$ cat src/shared/bss_pkg.sv
// constants and state type for the start-up and fault sequencer
// assumes one clock domain, the switching phase clock
package bss_pkg;
   localparam int unsigned DELAY_CYCLES  = 384;   // enable qualified to soft-start
   localparam int unsigned SS_CYCLES     = 2560;  // full soft-start ramp length
   localparam int unsigned WIN_FILTER    = 3;     // power-good fault persistence
   localparam int unsigned GATE_TURNOFF_NS = 100; // longest gate change time
   localparam int unsigned CLK_PERIOD_NS   = 8;
   localparam int unsigned GATE_TURNOFF_CYC =
      (GATE_TURNOFF_NS / CLK_PERIOD_NS) < 1 ? 1 : GATE_TURNOFF_NS / CLK_PERIOD_NS;
   localparam int unsigned DLY_W = 9;
   localparam int unsigned SS_W  = 12;
   localparam int unsigned WF_W  = 2;
   localparam logic [DLY_W-1:0] DLY_LAST = 9'h17f;
   localparam logic [SS_W-1:0]  SS_LAST  = 12'h9ff;
   localparam logic [WF_W-1:0]  WF_LAST  = 2'h2;

   // gray coded along idle -> delay -> ramp -> run
   typedef enum logic [2:0] {
      BSS_IDLE  = 3'b000,
      BSS_DELAY = 3'b001,
      BSS_RAMP  = 3'b011,
      BSS_RUN   = 3'b010,
      BSS_OVLAT = 3'b110
   } bss_state_t;
endpackage

$ cat src/rtl/bss_persist_filter.sv
// consecutive-cycle persistence filter for a fault level
// assumes fault_in synchronous to clk
`timescale 1ns/1ps
module bss_persist_filter
   import bss_pkg::*;
(
   input  wire logic clk,
   input  wire logic rst_b,
   input  wire logic clr,
   input  wire logic fault_in,
   output logic      fault_out
);
   logic [WF_W-1:0] cnt_ff;
   logic [WF_W-1:0] nxt_cnt;
   logic            fault_ff;
   logic            nxt_fault;

   // count until the fault has stood the full window
   assign nxt_cnt   = (clr || !fault_in) ? '0 :
                      (cnt_ff == WF_LAST) ? cnt_ff : cnt_ff + 2'h1;
   assign nxt_fault = !clr && fault_in && (cnt_ff == WF_LAST);
   assign fault_out = fault_ff;

   always_ff @(posedge clk or negedge rst_b)
   begin
      if (!rst_b)
      begin
         cnt_ff   <= '0;
         fault_ff <= 1'b0;
      end
      else
      begin
         cnt_ff   <= nxt_cnt;
         fault_ff <= nxt_fault;
      end
   end
endmodule

$ cat src/rtl/bss_precharge_clamp.sv
// hysteretic low-side clamp: on above an upper level, off below a lower level
// assumes comparator flags synchronous to clk
`timescale 1ns/1ps
module bss_precharge_clamp
   import bss_pkg::*;
(
   input  wire logic clk,
   input  wire logic rst_b,
   input  wire logic arm,
   input  wire logic above_hi,
   input  wire logic below_lo,
   output logic      clamp_on
);
   logic clamp_ff;
   logic nxt_clamp;

   // once set, holds until the low level is crossed, even if arm drops
   assign nxt_clamp = below_lo ? 1'b0 : ((arm && above_hi) ? 1'b1 : clamp_ff);
   assign clamp_on  = clamp_ff | (arm & above_hi & ~below_lo);

   always_ff @(posedge clk or negedge rst_b)
   begin
      if (!rst_b)
         clamp_ff <= 1'b0;
      else
         clamp_ff <= nxt_clamp;
   end
endmodule

$ cat src/rtl/bss_sequencer.sv
// start-up, soft-start and fault sequencer of a buck controller
// assumes comparator flags synchronous to clk (phase clock); rst_b is supply
// power-on reset, so latched overvoltage clears only by power cycling
`timescale 1ns/1ps
module bss_sequencer
   import bss_pkg::*;
(
   input  wire logic clk,
   input  wire logic rst_b,
   input  wire logic enable_in,
   output logic      enable_out,
   output logic      enable_oe_b,
   output logic      enable_sink_on,
   input  wire logic bias_ok,
   input  wire logic gate_drive_supply_ok,
   input  wire logic pll_locked,
   input  wire logic pwm_in,
   input  wire logic above_target,
   input  wire logic ov_113,
   input  wire logic ov_120,
   input  wire logic below_87,
   input  wire logic uv_below_13,
   input  wire logic window_ok,
   input  wire logic oc_fault,
   input  wire logic ot_hot_150,
   input  wire logic ot_cool_125,
   output logic      high_side_gate_drive,
   output logic      low_side_gate_drive,
   output logic      output_valid_flag,
   output logic [SS_W-1:0] soft_start_ref,
   output logic      soft_start_done,
   output logic      overvoltage_event,
   output logic      undervoltage_event
);
   bss_state_t       state_ff;
   bss_state_t       nxt_state;
   logic [DLY_W-1:0] dly_ff;
   logic [DLY_W-1:0] nxt_dly;
   logic [SS_W-1:0]  ss_ff;
   logic [SS_W-1:0]  nxt_ss;
   logic             pwm_seen_ff;
   logic             nxt_pwm_seen;
   logic             boot_ff;
   logic             nxt_boot;
   logic             ss_done_ff;
   logic             nxt_ss_done;
   logic             ot_ff;
   logic             nxt_ot;
   logic             pre_lock_ff;
   logic             nxt_pre_lock;
   logic             first_ff;
   logic             hs_off_ff;
   logic             nxt_hs_off;
   logic             ls_ov_ff;
   logic             nxt_ls_ov;
   logic             pg_ff;
   logic             nxt_pg;
   logic             uv_ff;
   logic             hs_ff;
   logic             ls_ff;
   logic             nxt_hs;
   logic             nxt_ls;

   wire qualified   = enable_in && bias_ok && gate_drive_supply_ok && pll_locked;
   wire supply_drop = !bias_ok || !gate_drive_supply_ok;
   wire abort       = !qualified || oc_fault || ot_ff;
   wire ov_latched  = (state_ff == BSS_OVLAT);
   wire ov_trip     = ov_120 && ((state_ff == BSS_RAMP) || (state_ff == BSS_RUN));
   wire dly_end     = (dly_ff == DLY_LAST);
   wire ss_end      = (ss_ff == SS_LAST);
   wire switching   = (state_ff == BSS_RAMP) || (state_ff == BSS_RUN);
   // precharge above target blocks the start of switching until it falls
   wire pwm_gate    = switching && pwm_in && !above_target;
   wire win_fault;
   wire ls_clamp;
   wire uv_raw      = ss_done_ff && uv_below_13 && !ov_113 && !oc_fault
                      && !ot_ff && pll_locked;

   // sequencing state; latched overvoltage holds until supply power-on reset
   always_comb
   begin
      nxt_state = state_ff;
      case (state_ff)
         BSS_IDLE:  if (qualified && !ot_ff && !pre_lock_ff) nxt_state = BSS_DELAY;
         BSS_DELAY: if (abort) nxt_state = BSS_IDLE;
                    else if (dly_end) nxt_state = BSS_RAMP;
         BSS_RAMP:  if (ov_trip) nxt_state = BSS_OVLAT;
                    else if (abort) nxt_state = BSS_IDLE;
                    else if (ss_end) nxt_state = BSS_RUN;
         BSS_RUN:   if (ov_trip) nxt_state = BSS_OVLAT;
                    else if (abort) nxt_state = BSS_IDLE;
         BSS_OVLAT: nxt_state = BSS_OVLAT;
         default:   nxt_state = BSS_IDLE;
      endcase
   end

   // counters; soft-start cleared the same cycle an abort is seen
   assign nxt_dly = (state_ff == BSS_DELAY && !dly_end) ? dly_ff + 9'h001 : '0;
   assign nxt_ss  = (state_ff == BSS_RAMP && !abort) ?
                    (ss_end ? ss_ff : ss_ff + 12'h001) :
                    ((state_ff == BSS_RUN && !abort) ? SS_LAST : '0);
   assign nxt_ss_done  = (state_ff == BSS_RUN) && !abort;
   assign nxt_pwm_seen = switching && !abort && (pwm_seen_ff || pwm_gate);
   // bootstrap charge only in the cycle the first pulse arrives
   assign nxt_boot     = switching && !abort && pwm_gate && !pwm_seen_ff;
   // over-temperature hysteresis between the two flags
   assign nxt_ot       = ot_hot_150 ? 1'b1 : (ot_cool_125 ? 1'b0 : ot_ff);
   // first cycle after reset samples precharge above 120% for refusal
   assign nxt_pre_lock = pre_lock_ff || (!first_ff && ov_120);
   assign nxt_hs_off   = hs_off_ff || ov_trip || ov_latched;
   assign nxt_ls_ov    = ov_trip ? 1'b1 : (below_87 ? 1'b0 : ls_ov_ff);

   // flag filter: out of window or undervoltage, three cycles in a row
   bss_persist_filter u_win
   (
      .clk       (clk),
      .rst_b     (rst_b),
      .clr       (!ss_done_ff),
      .fault_in  (!window_ok || uv_raw),
      .fault_out (win_fault)
   );

   // hysteretic clamp armed while the shared enable reads low and no overvoltage is latched, held until below_87
   bss_precharge_clamp u_clamp
   (
      .clk      (clk),
      .rst_b    (rst_b),
      .arm      (!enable_in && !ov_latched),
      .above_hi (ov_113),
      .below_lo (below_87),
      .clamp_on (ls_clamp)
   );

   // flag: set after soft-start, dropped on disable or filtered fault
   assign nxt_pg = ss_done_ff && !abort && !ov_latched && !win_fault
                   && (pg_ff || (state_ff == BSS_RUN));

   // gates: off at once on abort, low-side on for clamps or bootstrap
   assign nxt_hs = switching && !abort && !ov_trip && !hs_off_ff
                   && (pwm_seen_ff || pwm_gate) && pwm_in && !boot_ff;
   assign nxt_ls = (ls_ov_ff && !below_87) || ov_trip || ls_clamp
                   || (switching && !abort && !ov_trip && !hs_off_ff
                       && (nxt_boot || (pwm_seen_ff && !pwm_in)));

   always_ff @(posedge clk or negedge rst_b)
   begin
      if (!rst_b)
      begin
         state_ff    <= BSS_IDLE;
         dly_ff      <= '0;
         ss_ff       <= '0;
         pwm_seen_ff <= 1'b0;
         boot_ff     <= 1'b0;
         ss_done_ff  <= 1'b0;
         ot_ff       <= 1'b0;
         pre_lock_ff <= 1'b0;
         first_ff    <= 1'b0;
      end
      else
      begin
         state_ff    <= nxt_state;
         dly_ff      <= nxt_dly;
         ss_ff       <= nxt_ss;
         pwm_seen_ff <= nxt_pwm_seen;
         boot_ff     <= nxt_boot;
         ss_done_ff  <= nxt_ss_done;
         ot_ff       <= nxt_ot;
         pre_lock_ff <= nxt_pre_lock;
         first_ff    <= 1'b1;
      end
   end

   always_ff @(posedge clk or negedge rst_b)
   begin
      if (!rst_b)
      begin
         hs_off_ff <= 1'b0;
         ls_ov_ff  <= 1'b0;
         pg_ff     <= 1'b0;
         uv_ff     <= 1'b0;
         hs_ff     <= 1'b0;
         ls_ff     <= 1'b0;
      end
      else
      begin
         hs_off_ff <= nxt_hs_off;
         ls_ov_ff  <= nxt_ls_ov;
         pg_ff     <= nxt_pg;
         uv_ff     <= uv_raw;
         hs_ff     <= nxt_hs;
         ls_ff     <= nxt_ls;
      end
   end

   // high side also cut combinationally so turn-off beats one cycle
   assign high_side_gate_drive = hs_ff && !abort && !ov_120 && !hs_off_ff;
   assign low_side_gate_drive  = ls_ff && !(abort && !ls_ov_ff && !ls_clamp
                                            && !ov_trip);
   assign output_valid_flag    = pg_ff;
   assign soft_start_ref       = ss_ff;
   assign soft_start_done      = ss_done_ff;
   assign overvoltage_event    = ov_latched;
   assign undervoltage_event   = uv_ff;
   // open drain: pull low on latched ov, ot, oc or refused precharge
   assign enable_out     = 1'b0;
   assign enable_oe_b    = !(ov_latched || ot_ff || oc_fault || pre_lock_ff);
   assign enable_sink_on = !ss_done_ff && (state_ff != BSS_RAMP);
endmodule

$ cat config.mk
export PLATFORM = sky130hd
export DESIGN_NAME = bss_sequencer
export DESIGN_NICKNAME = d
export VERILOG_FILES = /design/src/shared/bss_pkg.sv /design/src/rtl/bss_persist_filter.sv /design/src/rtl/bss_precharge_clamp.sv /design/src/rtl/bss_sequencer.sv
export SDC_FILE = /design/constraint.sdc
export NUM_CORES = 1
export LEC_CHECK = 0
export ABC_CLOCK_PERIOD_IN_PS = 1700
export BUFFER_PORTS_ARGS = -buffer_cell sky130_fd_sc_hd__clkbuf_2
export CAP_MARGIN = 30
export CORE_MARGIN = 2
export CORE_UTILIZATION = 49
export CTS_BUF_LIST = sky130_fd_sc_hd__clkbuf_8 sky130_fd_sc_hd__clkbuf_16
export CTS_CLUSTER_SIZE = 20
export DETAILED_ROUTE_END_ITERATION = 8
export GPL_TIMING_DRIVEN = 0
export PLACE_DENSITY_LB_ADDON = 0.25
export SLEW_MARGIN = 20
export SYNTH_ARGS = -nofsm -noshare
export SYNTH_HDL_FRONTEND = slang
export SYNTH_HIERARCHICAL = 1
export SYNTH_SLANG_ARGS = --single-unit
$ cat constraint.sdc
create_clock -name clk -period 1.7 [get_ports clk]
set_input_delay 0 -clock clk [delete_from_list [all_inputs] [get_ports clk]]
set_output_delay 0 -clock clk [all_outputs]
set_load 0.01 [all_outputs]
==> flow_summary.json <==
{
  "portBuffers": 35,
  "antenna_found_initial": 0,
  "worstPathArrival_ps": 1690,
  "coreArea_sq_mm": 0.00374,
  "cts_tree": "built",
  "synth.avg_cell_area_sq_um": 10.2,
  "rows": 22,
  "wl_per_cell_um": 13.5,
  "diodes": 0,
  "path_class": "flip-flop to output port",
  "ys_ff_latch": 40,
  "drive_gt1_share_pct": 33.1,
  "grt_max_degree": 27,
  "vias": 1594,
  "synth_top_area_cell": "dfrtp_1",
  "start_util_pct": 52.0,
  "post_dp_cell_area_sq_mm": 0.00220,
  "ant_nets": 0,
  "drv_slew": 0,
  "via_per_inst": 5.18,
  "p_seq_share_pct": 55.6,
  "firstDrtPassIters": 4,
  "cts.sinks": 40,
  "switching_power_mw": 0.391,
  "fp.dieW_um": 67.0,
  "fin_skew_ps": 10.4,
  "cp_data_required_time_ps": 1700,
  "regToRegSetupSlack_ps": 30,
  "period_needed_ps": 1690,
  "combPwrFrac_pct": 6.3,
  "place_hpwl_um": 2710,
  "grt_overflow": 0,
  "synth_fp_nets": 209,
  "yosys-top-cells-area": "dfrtp_1 51%, nor2_1 4.4%, a21oi_1 4.1%, xnor2_1 3.6%, xor2_1 3.6%",
  "place_ws_ps": -93.9,
  "postLayoutCellArea_sq_mm": 0.00257,
  "clkPwrFrac_pct": 38.0,
  "startpoint_type": "flip-flop",
  "leakage_nw": 1.23,
  "root_buffer": "clkbuf_8",
  "period_share_pct": 99.4,
  "nFillCells": 295,
  "hold_class": "input port to flip-flop",
  "area_growth_pct": 32.3,
  "final_nets": 278,
  "gp_congestion": 0.878,
  "drc": 0,
  "ys.warnings.count": 6,
  "insertion_delay_ps": 290,
  "numCtsBuffers": 5,
  "chipHeight_um": 67.0,
  "fmax_ghz": 0.591,
  "outcome": "finished clean",
  "io_pins": 37,
  "ir_drop_v": 0.000498,
  "synth_cell_type_count": 40,
  "synth_top_area_share_pct": 51.4,
  "die_area_sq_mm": 0.00449,
  "rsz0062_at_grt": "true",
  "whs_ps": 41.3,
  "netlist_instances": 190,
  "swShare_pct": 22.6,
  "cp-end-kind": "output port",
  "cap_violations": 0,
  "layout_setup_ws_ps": 9.36,
  "wl_um": 4150,
  "drtIter0Drc": 118,
  "clkSlewWorstSetupHoldPaths_ps": 80,
  "grt_pass1_wl_um": 7040,
  "setup_viol": 0,
  "hold_viol": 0,
  "first_global_vias": 1549,
  "synth_area_sq_mm": 0.00195,
  "powerDensity_mw_per_mm2": 671,
  "seq_area_frac_synth_pct": 51.4,
  "htree_levels": 2,
  "p_int_mw": 1.34,
  "critPathMaxFanout": 3,
  "grt_usage_pct": 21.2,
  "clock_path_buffers": 2,
  "power_mw": 1.73
}
[repair_timing]
action	CTS	global route
resized for setup	10	10
hold buffers	9	0
buffers inserted	16	4
endpoints found under the hold margin	47	0
pin swaps	7	7
setup endpoints to repair	13	8
[path summary, 6_finish.rpt]
kind	start	to	cells after the start
max	state_ff[0]	low_side_gate_drive	8
min	ov_120	ls_ov_ff	3
max reg2reg	soft_start_ref[9]	soft_start_ref[1]	5
min reg2reg	u_win/fault_out	output_valid_flag	1
max in group asynchronous	rst_b	soft_start_ref[2]	3
min in group asynchronous	rst_b	u_clamp/clamp_ff	2
[stage by stage]
step | instances | util, % | setup TNS, ps
final | 308 | 68.8 | 0
after global routing | 308 | 68.8 | -112
after CTS | 306 | 67.9 | -102
after detailed placement | 274 | 58.8 | -318
after global placement | 273 | 58.3 | -206
after floorplan | 190 | - | 0
[worst max-delay path, stage by stage (launching register included)]
cell	delay, ps
dfrtp_1	410
nand2b_4	170
nor2_4	130
nor2_4	50
nand2_1	60
o21bai_1	80
nor4b_1	290
nor2b_1	70
buf_2	140
[power by group through the flow]
stage | sequential, mW | clock, mW | combinational (mW)
after floorplan | 0.979 | 0 | 0.0240
after global placement | 0.980 | 0 | 0.0688
after detailed placement | 0.980 | 0 | 0.0759
after CTS | 0.962 | 0.669 | 0.106
after global routing | 0.963 | 0.713 | 0.122
final | 0.962 | 0.657 | 0.110
[synthesized netlist by cell type (all sizes together)]
cell type	instances
xor2	8
or2	1
nor2	23
inv	10
conb	2
a31o	2
nor4	3
or3b	1
nor3	6
and2	1
o21ai	3
clkbuf	2
nand2b	4
buf	3
and3	5
a21o	1
a211oi	1
nand3	6
a32o	2
nand4	2
a311o	1
o21bai	2
nor4b	2
dfrtp	40
nor2b	5
mux2i	6
and4	5
xnor2	8
a21oi	16
or4	1
ha	3
nand4b	1
nand2	14
[cell usage in the layout (no fill, tap or decap), drive strengths merged]
master / synthesis / routed
conb: 2 / 2
clkbuf: 2 / 41
or4: 1 / 1
o21bai: 2 / 2
xnor2: 8 / 8
and2: 1 / 1
buf: 3 / 23
o21ai: 3 / 3
and3: 5 / 5
ha: 3 / 3
a211oi: 1 / 1
a32o: 2 / 2
nand3: 6 / 6
or3b: 1 / 1
xor2: 8 / 8
dlygate4sd3: 0 / 9
and4: 5 / 5
nor2b: 5 / 5
inv: 10 / 10
nand4b: 1 / 1
a311o: 1 / 1
mux2i: 6 / 6
nor4b: 2 / 2
or2: 1 / 1
a21oi: 16 / 16
nand2: 14 / 14
nor3: 6 / 6
nor4: 3 / 3
dfrtp: 40 / 40
nor2: 23 / 23
nand4: 2 / 2
a21o: 1 / 1
nand2b: 4 / 4
clkinv: 0 / 2
a31o: 2 / 2
[cell type report]
cell class	count	area [sq um]	area share [%]
Buffer	3	16.3	0.632
Clock buffer	6	82.6	3.21
Clock inverter	2	10.0	0.389
Inverter	10	37.5	1.46
Multi-Input combinational cell	135	936	36.3
Sequential cell	40	1000	39.0
Tap cell	48	60.1	2.33
Timing Repair Buffer	64	428	16.6
[registers in the layout (all words and copies together) (netlist names)]
signal and cells:
ls_ov_ff 1, hs_off_ff 1, u_win/cnt_ff 2, hs_ff 1, soft_start_done 1, soft_start_ref 12
dly_ff 9, boot_ff 1, state_ff 3, output_valid_flag 1, u_win/fault_out 1, ls_ff 1
pre_lock_ff 1, pwm_seen_ff 1, undervoltage_event 1, first_ff 1, ot_ff 1, u_clamp/clamp_ff 1
[layer usage]
metal / global-route usage (%) / up-vias / part of all wire (%)
li1: - / 795 / -
met1: 26.4 / 750 / 45
met2: 34.8 / 40 / 48
met3: 5.07 / 9 / 4.1
met4: 9.18 / 0 / 2.1
met5: 0 / - / 0
[kinds of logic (layout without fill, tap and decap cells)]
group | Yosys count | count (layout) | synth area share [%]
fa+ha+maj | 3 | 3 | 1.93
buf+inv | 15 | 85 | 3.54
other cells | 2 | 2 | 0.386
compound gates | 28 | 28 | 9.13
simple gates | 80 | 80 | 23.3
flops | 40 | 40 | 51.4
mux | 6 | 6 | 3.09
xor+xnor | 16 | 16 | 7.20
Power figures use the tool's default switching activity.
